### config.mk
export PLATFORM = sky130hd
export DESIGN_NAME = ast_uart
export DESIGN_NICKNAME = d
export VERILOG_FILES = /design/src/logic/ast_pkg.sv /design/src/logic/ast_uart.sv
export VERILOG_INCLUDE_DIRS = /design/src /design/src/logic
export SDC_FILE = /design/constraint.sdc
export NUM_CORES = 1
export LEC_CHECK = 0
export ABC_AREA = 0
export BUFFER_PORTS_ARGS = -buffer_cell sky130_fd_sc_hd__buf_2
export CAP_MARGIN = 20
export CORE_MARGIN = 1.5
export CORE_UTILIZATION = 54
export CTS_BUF_LIST = sky130_fd_sc_hd__clkbuf_4 sky130_fd_sc_hd__clkbuf_8
export DETAILED_ROUTE_END_ITERATION = 7
export HOLD_SLACK_MARGIN = 0.02
export PLACE_DENSITY = 0.73
export RECOVER_POWER = 50
export SLEW_MARGIN = 40
export SYNTH_ARGS = -nofsm -noshare
export SYNTH_HDL_FRONTEND = slang
export SYNTH_HIERARCHICAL = 1
export SYNTH_SLANG_ARGS = --single-unit
### constraint.sdc
create_clock -name clk -period 7.85 [get_ports clk]
set_clock_uncertainty 0.05 [all_clocks]
set_input_delay 0.3925 -clock clk [delete_from_list [all_inputs] [get_ports clk]]
set_output_delay 0.3925 -clock clk [all_outputs]
set_load 0.05 [all_outputs]
### src/logic/ast_defines.svh
`ifndef AST_DEFINES_SVH
`define AST_DEFINES_SVH

// Register byte addresses
`define AST_ADDR_MODE 5'h00
`define AST_ADDR_STAT 5'h04
`define AST_ADDR_TXH 5'h08
`define AST_ADDR_RXH 5'h0C
`define AST_ADDR_BRG 5'h10

// Mode register fields
`define AST_M_ENABLE 15
`define AST_M_IRMODE 12
`define AST_M_RTSSIMPLEX 11
`define AST_M_USAGE_HI 9
`define AST_M_USAGE_LO 8
`define AST_M_LOOPBACK 6
`define AST_M_AUTOBAUD 5
`define AST_M_HIGHSPEED 3
`define AST_M_PDS_HI 2
`define AST_M_PDS_LO 1
`define AST_M_TWOSTOP 0
`define AST_MODE_WMASK 16'hDB6F

// Status register fields
`define AST_S_TXSEL1 15
`define AST_S_TXSEL0 13
`define AST_S_BREAK 11
`define AST_S_TXEN 10
`define AST_S_TXFULL 9
`define AST_S_TXIDLE 8
`define AST_S_RXSEL_HI 7
`define AST_S_RXSEL_LO 6
`define AST_S_ADDRDET 5
`define AST_S_RXIDLE 4
`define AST_S_PARITY_ERROR_FLAG 3
`define AST_S_FRAMING_ERROR_FLAG 2
`define AST_S_OVERRUN 1
`define AST_S_RXAVAIL 0

// Reset values
`define AST_MODE_RST 16'h0000
`define AST_BRG_RST 16'h0000

// Field encodings
`define AST_PDS_8N 2'h0
`define AST_PDS_8E 2'h1
`define AST_PDS_8O 2'h2
`define AST_PDS_9N 2'h3
`define AST_USE_DATA 2'h0
`define AST_USE_RTS 2'h1
`define AST_USE_HANDSHAKE 2'h2
`define AST_USE_BCLK 2'h3
`define AST_TXSEL_MOVED 2'h0
`define AST_TXSEL_DONE 2'h1
`define AST_TXSEL_EMPTIED 2'h2
`define AST_RXSEL_ANY 2'h0
`define AST_RXSEL_FULL 2'h3

// Oversampling counts
`define AST_OS16_MAX 4'hF
`define AST_OS4_MAX 4'h3
`define AST_OS16_HALF 4'h7
`define AST_OS4_HALF 4'h1

// Frame shapes
`define AST_BREAK_FRAME 16'hE000
`define AST_BREAK_LEN 5'h0E
`define AST_SYNC_EDGES 3'h5
`define AST_AB_SHIFT16 7
`define AST_AB_SHIFT4 5

`endif

### src/logic/ast_pkg.sv
package ast_pkg;
    typedef struct packed {
        logic [4:0] addr;
        logic [15:0] wdata;
        logic wr;
        logic rd;
    } ast_bus_req_t;

    typedef struct packed {
        logic serialOut;
        logic serialOutEn;
        logic rtsPin;
        logic rtsPinEn;
    } ast_pin_out_t;

    typedef enum logic [1:0] {
        RX_IDLE = 2'b00,
        RX_START = 2'b01,
        RX_BITS = 2'b10
    } ast_rx_state_t;
endpackage

### src/logic/ast_uart.sv
`include "ast_defines.svh"

module ast_fifo2 #(
    parameter int W = 9
) (
    input wire logic clk,
    input wire logic nrst,
    input wire logic ce,
    input wire logic flush,
    input wire logic push,
    input wire logic pop,
    input wire logic [W-1:0] din,
    output logic [W-1:0] dout,
    output logic [1:0] count
);
    logic [W-1:0] mem [0:1];
    logic wp;
    logic rp;
    wire doPush = push && (count != 2'h2);
    wire doPop = pop && (count != 2'h0);
    assign dout = mem[rp];
    always_ff @(posedge clk or negedge nrst) begin
        if (!nrst) begin
            wp <= 1'b0;
            rp <= 1'b0;
            count <= 2'h0;
            mem[0] <= '0;
            mem[1] <= '0;
        end else if (ce) begin
            if (flush) begin
                wp <= 1'b0;
                rp <= 1'b0;
                count <= 2'h0;
            end else begin
                if (doPush) begin
                    mem[wp] <= din;
                    wp <= ~wp;
                end
                if (doPop) begin
                    rp <= ~rp;
                end
                count <= count + {1'b0, doPush} - {1'b0, doPop};
            end
        end
    end
endmodule // ast_fifo2

// Operation
// - Free-running 16-bit baud timer, divisor sets period
// - Normal speed: Fcy over 16 times divisor+1
// - High speed: Fcy over 4 times divisor+1
// - Divisor write clears the baud timer
// - Transmit enable write raises transmit interrupt three cycles later
// - Byte goes to empty shifter, shifts every 16th or 4th baud tick
// - Data preloaded while transmit disabled starts at enable
// - Nine-bit mode: whole-word writes move nine bits
// - Send-break drops next character, sends break instead
// - Receive interrupt per receive interrupt selection
// - Overrun flag set by hardware, cleared by software
// - Reading receive holding pops with own error flags
// - Two-entry queues for transmit and receive
// - 8 or 9 bits, parity options, 1-2 stops
// - Nine-bit address detection on ninth bit one
// - Detect parity, framing and overrun errors
// - Loopback routes transmit output into receiver
// - Auto-baud detection, break and sync sending
// - Handshake pins for simplex and flow control
// - Infrared clock output only in 16x mode
// - Usage 11 drives 16x baud clock on RTS
// - Parity select: 11 9N, 10 8O, 01 8E, 00 8N
// - Break is start, twelve zeros, stop; auto-clears
// - Auto-baud measures 55h sync, then self-clears
// - Usage: 00 data, 01 +RTS, 10 both, 11 clock
module ast_uart (
    input wire logic clk,
    input wire logic nrst,
    input wire logic ce,
    input wire ast_pkg::ast_bus_req_t busReq,
    output logic [15:0] rdata,
    input wire logic serialIn,
    input wire logic ctsN,
    output ast_pkg::ast_pin_out_t pins,
    output logic txIrq,
    output logic rxIrq
);
    import ast_pkg::*;

    logic [15:0] modeReg;
    logic [15:0] baudDivisor;
    logic [15:0] brgCnt;
    logic [1:0] txIrqSelect;
    logic sendBreak;
    logic transmitEnable;
    logic [1:0] rxIrqSelect;
    logic addrDetect;
    logic overrunFlag;
    logic [1:0] txEnPipe;
    logic txBusy;
    logic txIsBreak;
    logic [15:0] txShift;
    logic [4:0] txLeft;
    logic [3:0] txSub;
    ast_rx_state_t rxState;
    logic [3:0] rxSub;
    logic [3:0] rxCnt;
    logic [10:0] rxShift;
    logic rxDone;
    logic rxPrev;
    logic [2:0] abEdges;
    logic [23:0] abCnt;

    // Decode
    wire wrMode = busReq.wr && (busReq.addr == `AST_ADDR_MODE);
    wire wrStat = busReq.wr && (busReq.addr == `AST_ADDR_STAT);
    wire wrTxh = busReq.wr && (busReq.addr == `AST_ADDR_TXH);
    wire wrBrg = busReq.wr && (busReq.addr == `AST_ADDR_BRG);
    wire rdRxh = busReq.rd && (busReq.addr == `AST_ADDR_RXH);

    wire enabled = modeReg[`AST_M_ENABLE];
    wire highSpeedBaud = modeReg[`AST_M_HIGHSPEED];
    wire autoBaudEnable = modeReg[`AST_M_AUTOBAUD];
    wire [1:0] parityDataSelect = modeReg[`AST_M_PDS_HI:`AST_M_PDS_LO];
    wire [1:0] pinUsageSelect = modeReg[`AST_M_USAGE_HI:`AST_M_USAGE_LO];
    wire nineBit = (parityDataSelect == `AST_PDS_9N);
    wire parityOn = (parityDataSelect == `AST_PDS_8E) || (parityDataSelect == `AST_PDS_8O);
    wire oddParity = (parityDataSelect == `AST_PDS_8O);
    wire extraBit = nineBit || parityOn;

    // Baud timer and oversample phase
    wire baudTick = enabled && (brgCnt == baudDivisor);
    wire [3:0] osMax = highSpeedBaud ? `AST_OS4_MAX : `AST_OS16_MAX;
    wire [3:0] osHalf = highSpeedBaud ? `AST_OS4_HALF : `AST_OS16_HALF;

    // Transmit queue
    logic [8:0] txTop;
    logic [1:0] txCount;
    wire ctsOk = (pinUsageSelect != `AST_USE_HANDSHAKE) || !ctsN;
    wire txLoad = enabled && transmitEnable && !txBusy && (txCount != 2'h0) && ctsOk;
    wire txBitTick = txBusy && baudTick && (txSub == osMax);
    wire txLast = txBitTick && (txLeft == 5'h01);
    wire txFull = (txCount == 2'h2);
    wire txIdle = !txBusy && (txCount == 2'h0);
    wire txAbort = wrStat && transmitEnable && !busReq.wdata[`AST_S_TXEN];

    ast_fifo2 #(.W(9)) txFifo (
        .clk(clk),
        .nrst(nrst),
        .ce(ce),
        .flush(txAbort || !enabled),
        .push(wrTxh),
        .pop(txLoad),
        .din(busReq.wdata[8:0]),
        .dout(txTop),
        .count(txCount)
    );

    // Frame image, lsb first after the start bit
    wire txPar = oddParity ? ~^txTop[7:0] : ^txTop[7:0];
    wire ninthOut = nineBit ? txTop[8] : (parityOn ? txPar : 1'b1);
    wire [15:0] dataFrame = {6'h3F, ninthOut, txTop[7:0], 1'b0};
    wire [4:0] dataLen = 5'h0A + {4'h0, extraBit} + {4'h0, modeReg[`AST_M_TWOSTOP]};
    wire [15:0] frameImage = sendBreak ? `AST_BREAK_FRAME : dataFrame;
    wire [4:0] frameLen = sendBreak ? `AST_BREAK_LEN : dataLen;

    // Receive side
    logic [10:0] rxTop;
    logic [1:0] rxCount;
    wire rxLine = modeReg[`AST_M_LOOPBACK] ? pins.serialOut : serialIn;
    wire [7:0] rxByte = extraBit ? rxShift[8:1] : rxShift[9:2];
    wire rxNinth = extraBit & rxShift[9];
    wire rxExpPar = oddParity ? ~^rxByte : ^rxByte;
    wire rxParErr = parityOn && (rxShift[9] != rxExpPar);
    wire rxFrmErr = !rxShift[10];
    wire addrReject = addrDetect && nineBit && !rxNinth;
    wire rxAccept = rxDone && !addrReject;
    wire rxPush = rxAccept && (rxCount != 2'h2);
    wire rxOverrun = rxAccept && (rxCount == 2'h2);
    wire [10:0] rxEntry = {rxParErr, rxFrmErr, rxNinth, rxByte};

    ast_fifo2 #(.W(11)) rxFifo (
        .clk(clk),
        .nrst(nrst),
        .ce(ce),
        .flush(!enabled),
        .push(rxPush),
        .pop(rdRxh),
        .din(rxEntry),
        .dout(rxTop),
        .count(rxCount)
    );

    // Auto-baud: five falling edges of the sync span eight bit times
    wire rxFall = rxPrev && !rxLine;
    wire abFinish = autoBaudEnable && rxFall && (abEdges == `AST_SYNC_EDGES - 3'h1);
    wire [23:0] abScaled = highSpeedBaud ? (abCnt >> `AST_AB_SHIFT4) : (abCnt >> `AST_AB_SHIFT16);
    wire [15:0] abDivisor = (abScaled[15:0] == 16'h0000) ? 16'h0000 : abScaled[15:0] - 16'h0001;

    // Interrupt causes
    wire txEnRise = txEnPipe[0] && !txEnPipe[1];
    wire txCause =
        (txIrqSelect == `AST_TXSEL_MOVED) ? txLoad :
        (txIrqSelect == `AST_TXSEL_EMPTIED) ? (txLoad && txCount == 2'h1) :
        (txIrqSelect == `AST_TXSEL_DONE) ? (txLast && txCount == 2'h0) : 1'b0;
    wire rxCause = (rxIrqSelect == `AST_RXSEL_FULL) ? (rxPush && rxCount == 2'h1) : rxPush;

    // Pins
    wire bclkLevel = (brgCnt <= (baudDivisor >> 1));
    wire usageRts = (pinUsageSelect == `AST_USE_RTS) || (pinUsageSelect == `AST_USE_HANDSHAKE);
    wire rtsLevel = modeReg[`AST_M_RTSSIMPLEX] ? txIdle : (rxCount == 2'h2);
    wire bclkMode = (pinUsageSelect == `AST_USE_BCLK) && !highSpeedBaud;

    wire [15:0] statusWord = {txIrqSelect[1], 1'b0, txIrqSelect[0], 1'b0, sendBreak,
        transmitEnable, txFull, txIdle, rxIrqSelect, addrDetect, (rxState == RX_IDLE),
        rxTop[10], rxTop[9], overrunFlag, (rxCount != 2'h0)};
    wire [15:0] readMux =
        (busReq.addr == `AST_ADDR_MODE) ? modeReg :
        (busReq.addr == `AST_ADDR_STAT) ? statusWord :
        (busReq.addr == `AST_ADDR_RXH) ? {7'h00, rxTop[8:0]} :
        (busReq.addr == `AST_ADDR_BRG) ? baudDivisor : 16'h0000;

    // Register file
    always_ff @(posedge clk or negedge nrst) begin
        if (!nrst) begin
            modeReg <= `AST_MODE_RST;
            baudDivisor <= `AST_BRG_RST;
            txIrqSelect <= 2'h0;
            sendBreak <= 1'b0;
            transmitEnable <= 1'b0;
            rxIrqSelect <= 2'h0;
            addrDetect <= 1'b0;
            overrunFlag <= 1'b0;
            rdata <= 16'h0000;
        end else if (ce) begin
            if (busReq.rd) begin
                rdata <= readMux;
            end
            if (wrMode) begin
                modeReg <= busReq.wdata & `AST_MODE_WMASK;
            end else if (abFinish) begin
                modeReg[`AST_M_AUTOBAUD] <= 1'b0;
            end
            if (wrBrg) begin
                baudDivisor <= busReq.wdata;
            end else if (abFinish) begin
                baudDivisor <= abDivisor;
            end
            if (wrStat) begin
                txIrqSelect <= {busReq.wdata[`AST_S_TXSEL1], busReq.wdata[`AST_S_TXSEL0]};
                sendBreak <= busReq.wdata[`AST_S_BREAK];
                transmitEnable <= busReq.wdata[`AST_S_TXEN];
                rxIrqSelect <= busReq.wdata[`AST_S_RXSEL_HI:`AST_S_RXSEL_LO];
                addrDetect <= busReq.wdata[`AST_S_ADDRDET];
            end else if (txLast && txIsBreak) begin
                sendBreak <= 1'b0;
            end
            // Hardware set beats a same-cycle software clear
            if (rxOverrun) begin
                overrunFlag <= 1'b1;
            end else if (wrStat && !busReq.wdata[`AST_S_OVERRUN]) begin
                overrunFlag <= 1'b0;
            end
        end
    end

    // Baud timer, cleared on divisor write or auto-baud reload
    always_ff @(posedge clk or negedge nrst) begin
        if (!nrst) begin
            brgCnt <= 16'h0000;
        end else if (ce) begin
            if (wrBrg || abFinish || baudTick || !enabled) begin
                brgCnt <= 16'h0000;
            end else begin
                brgCnt <= brgCnt + 16'h0001;
            end
        end
    end

    // Transmit shifter; phase held clear while idle so a load starts at once
    always_ff @(posedge clk or negedge nrst) begin
        if (!nrst) begin
            txBusy <= 1'b0;
            txIsBreak <= 1'b0;
            txShift <= 16'hFFFF;
            txLeft <= 5'h00;
            txSub <= 4'h0;
        end else if (ce) begin
            if (!transmitEnable || !enabled) begin
                txBusy <= 1'b0;
                txShift <= 16'hFFFF;
                txSub <= 4'h0;
            end else if (txLoad) begin
                txBusy <= 1'b1;
                txIsBreak <= sendBreak;
                txShift <= frameImage;
                txLeft <= frameLen;
                txSub <= 4'h0;
            end else if (txBusy && baudTick) begin
                txSub <= (txSub == osMax) ? 4'h0 : txSub + 4'h1;
                if (txBitTick) begin
                    txShift <= {1'b1, txShift[15:1]};
                    txLeft <= txLeft - 5'h01;
                    txBusy <= !txLast;
                end
            end
        end
    end

    // Receiver: start on low line, confirm at mid start bit, sample centres
    always_ff @(posedge clk or negedge nrst) begin
        if (!nrst) begin
            rxState <= RX_IDLE;
            rxSub <= 4'h0;
            rxCnt <= 4'h0;
            rxShift <= 11'h7FF;
            rxDone <= 1'b0;
        end else if (ce) begin
            rxDone <= 1'b0;
            if (!enabled || autoBaudEnable) begin
                rxState <= RX_IDLE;
            end else if (baudTick) begin
                unique case (rxState)
                    RX_IDLE: begin
                        if (!rxLine) begin
                            rxState <= RX_START;
                            rxSub <= 4'h0;
                        end
                    end
                    RX_START: begin
                        if (rxSub == osHalf) begin
                            rxState <= rxLine ? RX_IDLE : RX_BITS;
                            rxSub <= 4'h0;
                            rxCnt <= 4'h9 + {3'h0, extraBit};
                        end else begin
                            rxSub <= rxSub + 4'h1;
                        end
                    end
                    RX_BITS: begin
                        if (rxSub == osMax) begin
                            rxSub <= 4'h0;
                            rxShift <= {rxLine, rxShift[10:1]};
                            rxCnt <= rxCnt - 4'h1;
                            if (rxCnt == 4'h1) begin
                                rxState <= RX_IDLE;
                                rxDone <= 1'b1;
                            end
                        end else begin
                            rxSub <= rxSub + 4'h1;
                        end
                    end
                    default: rxState <= RX_IDLE;
                endcase
            end
        end
    end

    // Auto-baud measurement in system clocks
    always_ff @(posedge clk or negedge nrst) begin
        if (!nrst) begin
            rxPrev <= 1'b1;
            abEdges <= 3'h0;
            abCnt <= 24'h000000;
        end else if (ce) begin
            rxPrev <= rxLine;
            if (!autoBaudEnable || abFinish) begin
                abEdges <= 3'h0;
                abCnt <= 24'h000000;
            end else begin
                if (rxFall) begin
                    abEdges <= abEdges + 3'h1;
                end
                if (abEdges != 3'h0) begin
                    abCnt <= abCnt + 24'h000001;
                end
            end
        end
    end

    // Interrupts and pins, registered
    always_ff @(posedge clk or negedge nrst) begin
        if (!nrst) begin
            txEnPipe <= 2'h0;
            txIrq <= 1'b0;
            rxIrq <= 1'b0;
            pins <= '{serialOut: 1'b1, serialOutEn: 1'b0, rtsPin: 1'b1, rtsPinEn: 1'b0};
        end else if (ce) begin
            txEnPipe <= {txEnPipe[0], transmitEnable && enabled};
            txIrq <= txEnRise || txCause;
            rxIrq <= rxCause;
            pins.serialOut <= (txBusy && transmitEnable && enabled) ? txShift[0] : 1'b1;
            pins.serialOutEn <= enabled && transmitEnable;
            pins.rtsPin <= bclkMode ? bclkLevel : rtsLevel;
            pins.rtsPinEn <= enabled && (usageRts || bclkMode);
        end
    end
endmodule // ast_uart

Word-level counts from Yosys, hierarchy flattened. Cells that the tools add are included.

Reductions and logical operators: 118. Bitwise operators: 12. $lt $le $gt $ge: 7. Eq/ne operators: 39. $add $sub $neg: 15. Multiplexer cells: 93.

Operators by type and width (number): 16-bit 2-to-1 mux (13); 24-bit 2-to-1 mux (2); 11-bit 2-to-1 mux (4); 1-bit logical AND (41); 4-bit 2-to-1 mux (10); 9-bit 2-to-1 mux (4); 1-bit 2-to-1 mux (35); 2-bit AND reduction (14); 2-bit nonzero test (14); 24-bit by 1-bit adder with 24-bit output, second input constant (1); 22-bit bitwise mux (1); 5-bit 2-to-1 mux (4); 18-bit bitwise mux (1); 2-bit == test, second input constant (9); 2-bit 2-to-1 mux (9); 16-bit by 1-bit adder with 16-bit output, second input constant (1); 16-bit == test (1); 16-bit by 15-bit less-or-equal comparator with 1-bit output (1); 16-bit zero test (1); 8-bit XNOR reduction (2); 8-bit parity (2); 16-bit by 1-bit subtractor with 16-bit output, second input constant (1); 1-bit zero test (14); 1-bit logical OR (13); 43 further kinds (86).

Input bits: 28. Flip-flop bits (word level): 201.

Logic depth before layout (Yosys ltp).
Depth in word-level cells: 13. Gate-level depth with buffers: 13.

Cells and area by module. The synthesis kept the hierarchy.

Modules (own cells, without submodules): ast_uart (seq. area each 3711.1 µm², times used 1, area an instance 9200.1 µm², cells an instance 1001); ast_fifo2 (rxFifo) (seq. area each 650.6 µm², times used 1, area an instance 1307.5 µm², cells an instance 87); ast_fifo2 (txFifo) (seq. area each 550.5 µm², times used 1, area an instance 1057.3 µm², cells an instance 74).

Least setup slack after synthesis. OpenSTA, ideal clock, no wires.

Kind: reg-to-reg. Start: register modeReg[3]. End: register baudDivisor[14]. Buffers on the path: 3. Data required time: 7.721 ns. Library setup time: 0.079 ns. Cell stages (with the launch flop): 11. Arrival: 2.514 ns. Slack: 5.206 ns. Cell sequence: dfrtp_1 -> buf_6 -> buf_2 -> buf_1 -> mux2i_1 -> ha_1 -> nand2_1 -> nor3_1 -> mux2_2 -> a211oi_1 -> a2bb2oi_1.

Cells in the longest elaborated chain, start to end: 5. Elaborated cells on any way between the ends: 6. Those cells by class: add/sub: 1; mux: 4; reduce/logical: 1.

RTL lines: start, declared (RTL line ast_uart.sv:88) `logic [15:0] modeReg;`; start signal, assigned (RTL line ast_uart.sv:224) `` modeReg <= `AST_MODE_RST; ``; start signal, assigned (RTL line ast_uart.sv:238) `` modeReg <= busReq.wdata & `AST_MODE_WMASK; ``; 16-bit 2-to-1 mux (*) (RTL line ast_uart.sv:195) `` wire [23:0] abScaled = highSpeedBaud ? (abCnt >> `AST_AB_SHIFT4) : (abCnt >> `AST_AB_SHIFT16); ``; 16-bit by 1-bit subtractor with 16-bit output / 16-bit zero test (equally long branches) (RTL line ast_uart.sv:196) `wire [15:0] abDivisor = (abScaled[15:0] == 16'h0000) ? 16'h0000 : abScaled[15:0] - 16'h0001;`; 16-bit 2-to-1 mux (*) (RTL line ast_uart.sv:196); 16-bit 2-to-1 mux (*) (RTL line ast_uart.sv:244) `end else if (abFinish) begin`; 16-bit 2-to-1 mux (*) (RTL line ast_uart.sv:242) `if (wrBrg) begin`; end signal, assigned (RTL line ast_uart.sv:225) `` baudDivisor <= `AST_BRG_RST; ``; end signal, assigned (RTL line ast_uart.sv:243) `baudDivisor <= busReq.wdata;`; end signal, assigned (RTL line ast_uart.sv:245) `baudDivisor <= abDivisor;`; end, declared (RTL line ast_uart.sv:89) `logic [15:0] baudDivisor;`.

Mark *: on every way between the ends. The rest lies on a longest branch, timed or not. The select of a mux whose other input is x is not followed. A chain may end at the register's enable or synchronous reset.

==> flow_metrics.py <==
metrics = {
    "power": {
        "p_total_mw": 2.50,
        "ir_drop_uv": 116,
        "p_leak_nw": 5.71,
        "powerDensity_mw_per_mm2": 203,
    },
    "sta": {
        "hold_violations": 0,
        "tns_ns": 0,
        "fin_crit_ns": 4.08,
        "fmax_ghz": 0.245,
        "setup_slack_ns": 3.77,
        "finalCritPeriodShare_pct": 52.0,
        "setup_viol": 0,
        "worst_pin_slew_ns": 3.01,
        "drv_slew": 107,
        "maxSlewHeadroom_pct": -101,
        "rsz0062_at_grt": "false",
        "holdWs_ns": 0.124,
    },
    "layout": {
        "syn_to_final_growth_pct": 6.38,
        "final_area_sq_mm": 0.0123,
        "final_nets": 1247,
        "drive_gt1_share_pct": 17.2,
        "utilization_pct": 58.5,
        "num_antenna_cells": 0,
        "final_cells": 1465,
    },
    "drt": {
        "ant_nets": 0,
        "drc": 0,
        "wl_per_cell_um": 19.2,
        "first_iter_violations": 689,
        "viasPerCell": 6.06,
        "wirelength_um": 28100,
        "detail_route.first_pass.iterations": 5,
        "vias": 8885,
    },
    "synthesis": {
        "synth_edf_count": 0,
        "synthSimpleGateAreaFrac_pct": 17.1,
        "synthFlopType": "dfrtp_1",
        "synth_top_cell_by_area": "dfrtp_1",
        "synth_nets": 1232,
        "synth_area_per_cell_sq_um": 9.95,
        "netlist.area_leader.share_pct": 36.6,
        "yosysSeqAreaShare_pct": 42.5,
        "syn_area_sq_mm": 0.0116,
        "syn_inst": 1162,
        "yosysWarnings": 6,
        "synth_area_leaders": "dfrtp_1, mux2_2, dfstp_2",
        "synth_top_family_by_area": "simple AND/OR/NAND/NOR gates",
        "synthXorXnorAreaFrac_pct": 6.15,
        "ys_types": 88,
        "ys_ff_latch": 195,
        "yosys.area_share.adder_pct": 4.54,
        "synth_compound_area_share_pct": 13.5,
        "synth_mux_area_share_pct": 11.7,
        "synthArstFlopShare_pct": 100,
    },
    "placed_design": {
        "place_hpwl_um": 20500,
        "place_ws_ns": 4.84,
        "dp_cells": 1432,
        "io_buffers": 49,
        "globalplace.congestion": 0.950,
        "placed_area_sq_mm": 0.0120,
    },
    "clock_network": {
        "cts_buffers": 17,
        "cts_root_buf": "clkbuf_8",
        "cts_sinks": 195,
        "clk_transition_reported_paths_ns": 0.10,
        "clk_latency_ns": 0.49,
        "postCtsSetupBuffers": 0,
        "htree_levels": 4,
        "cts_tree": "done",
        "cts_buffer_depth": 2,
    },
    "setup_path": {
        "start_kind": "input port",
        "crit_fanout": 91,
        "cp.required_ns": 8.37,
        "end_kind": "asynchronous set/reset pin",
        "path_class": "in -> async",
        "arrival_ns": 4.59,
    },
    "global_route": {
        "globalRouteTotalUtil_pct": 26.3,
        "grt_max_degree": 92,
        "grt_pass1_wl_um": 45300,
        "grt_overflow": 0,
        "grt_pass1_vias": 8472,
        "antenna_found_initial": 0,
    },
    "run_status": {
        "violations": "max-capacitance violations, max-slew violations",
        "status": "finished, violations left",
    },
    "min_path": {
        "min_path_type": "in -> reg",
    },
    "die": {
        "die_x_um": 149,
        "dieArea_sq_mm": 0.0223,
        "die_h_um": 149,
        "start_util_pct": 55.0,
        "placementRows": 53,
        "io_pins": 50,
        "core_sq_mm": 0.0210,
    },
    "run": {
        "drv_cap": 2,
    },
}
-- flip-flops by register name, indices dropped and copies added, names as in the netlist, 2 cells and up --
name	flops
rxSub	4
rxCnt	4
rxShift	10
txFifo/count	2
txShift	13
txIrqSelect	2
baudDivisor	16
abEdges	3
pins	3
abCnt	23
brgCnt	16
txEnPipe	2
txFifo/mem	18
modeReg	12
rxState	2
txLeft	5
rdata	16
rxFifo/mem	22
rxFifo/count	2
txSub	4
rxIrqSelect	2
-- layout make-up --
| cell class | instances | area [sq um] |
|---|---|---|
| clock buffers | 18 | 241 |
| clock inverters | 14 | 144 |
| fillers | 1781 | 8720 |
| inverters | 59 | 221 |
| multi-input cells | 846 | 6150 |
| flip-flops and latches | 195 | 4910 |
| well taps | 275 | 344 |
| repair buffers | 58 | 285 |
-- report_power, final --
group	internal (mW)	switching, mW	total (mW)
combinational	0.242	0.381	0.623
sequential	1.10	0.127	1.23
clock	0.240	0.404	0.644
total	1.59	0.911	2.50
-- layer usage --
metal,GRT usage [%],wire [um],vias to the layer above
met4,10.2,892,0
met1,35.9,12500,4383
met5,0,0,-
li1,-,-,4173
met2,42.1,13300,274
met3,4.25,1480,55
-- what timing repair did --
item / CTS / global route
endpoints found under the hold margin: 79 / 0
gates resized for setup: 0 / 0
hold buffers: 1 / 0
-- cell usage in the layout, fill, tap and decap left out, types with 10 or more instances in the layout --
| master | n |
|---|---|
| dfrtp_1 | 169 |
| nand2_1 | 93 |
| nor2_1 | 89 |
| mux2_2 | 66 |
| o21ai_0 | 64 |
| inv_1 | 59 |
| a21oi_1 | 49 |
| xnor2_1 | 42 |
| ha_1 | 42 |
| nand3_1 | 37 |
| xor2_1 | 34 |
| nor3_1 | 29 |
| mux2i_1 | 27 |
| buf_2 | 26 |
| dfstp_2 | 26 |
| clkbuf_1 | 25 |
| mux2_4 | 20 |
| clkbuf_8 | 18 |
| and3_1 | 17 |
| nand4_1 | 16 |
| a31oi_1 | 15 |
| a221oi_1 | 13 |
| o31ai_1 | 11 |
| nor2b_1 | 10 |
-- kinds of logic after synthesis --
group / count (synthesis)
AND/OR/NAND/NOR: 373
AO/OA/AOI/OAI: 236
flip-flops: 195
buffers and inverters: 121
multiplexers: 117
XOR/XNOR: 78
adder cells (fa/ha/maj): 42
-- worst paths after layout --
path,startpoint,end,slack [ns],cells after the start
min in group asynchronous,nrst,rdata[3]$_DFFE_PN0P_,0.46,2
max reg2reg,txFifo/count[1]$_DFFE_PN0P_,txFifo/count[1]$_DFFE_PN0P_,4.71,10
max in group clk,ce,rxShift[6]$_DFFE_PN1P_,3.89,8
min,busReq[15],txIrqSelect[0]$_DFFE_PN0P_,0.12,3
min reg2reg,rdata[10]$_DFFE_PN0P_,rdata[10]$_DFFE_PN0P_,0.44,2
max,nrst,abCnt[20]$_DFFE_PN0P_,3.77,4
-- critical path: stages --
cell and delay, ns:
dlygate4sd3_1 0.54, clkbuf_8 0.58, clkbuf_1 2.19, buf_4 0.82
-- cells in the mapped netlist, drive strengths merged (27+ instances only) --
library cell,count
xnor2,42
a21oi,49
ha,42
nor2,89
inv,59
dfrtp,169
o21ai,67
nand2,94
mux2,90
clkbuf,40
nor3,32
mux2i,27
xor2,34
nand3,38
(Power assumes the default switching activity.)
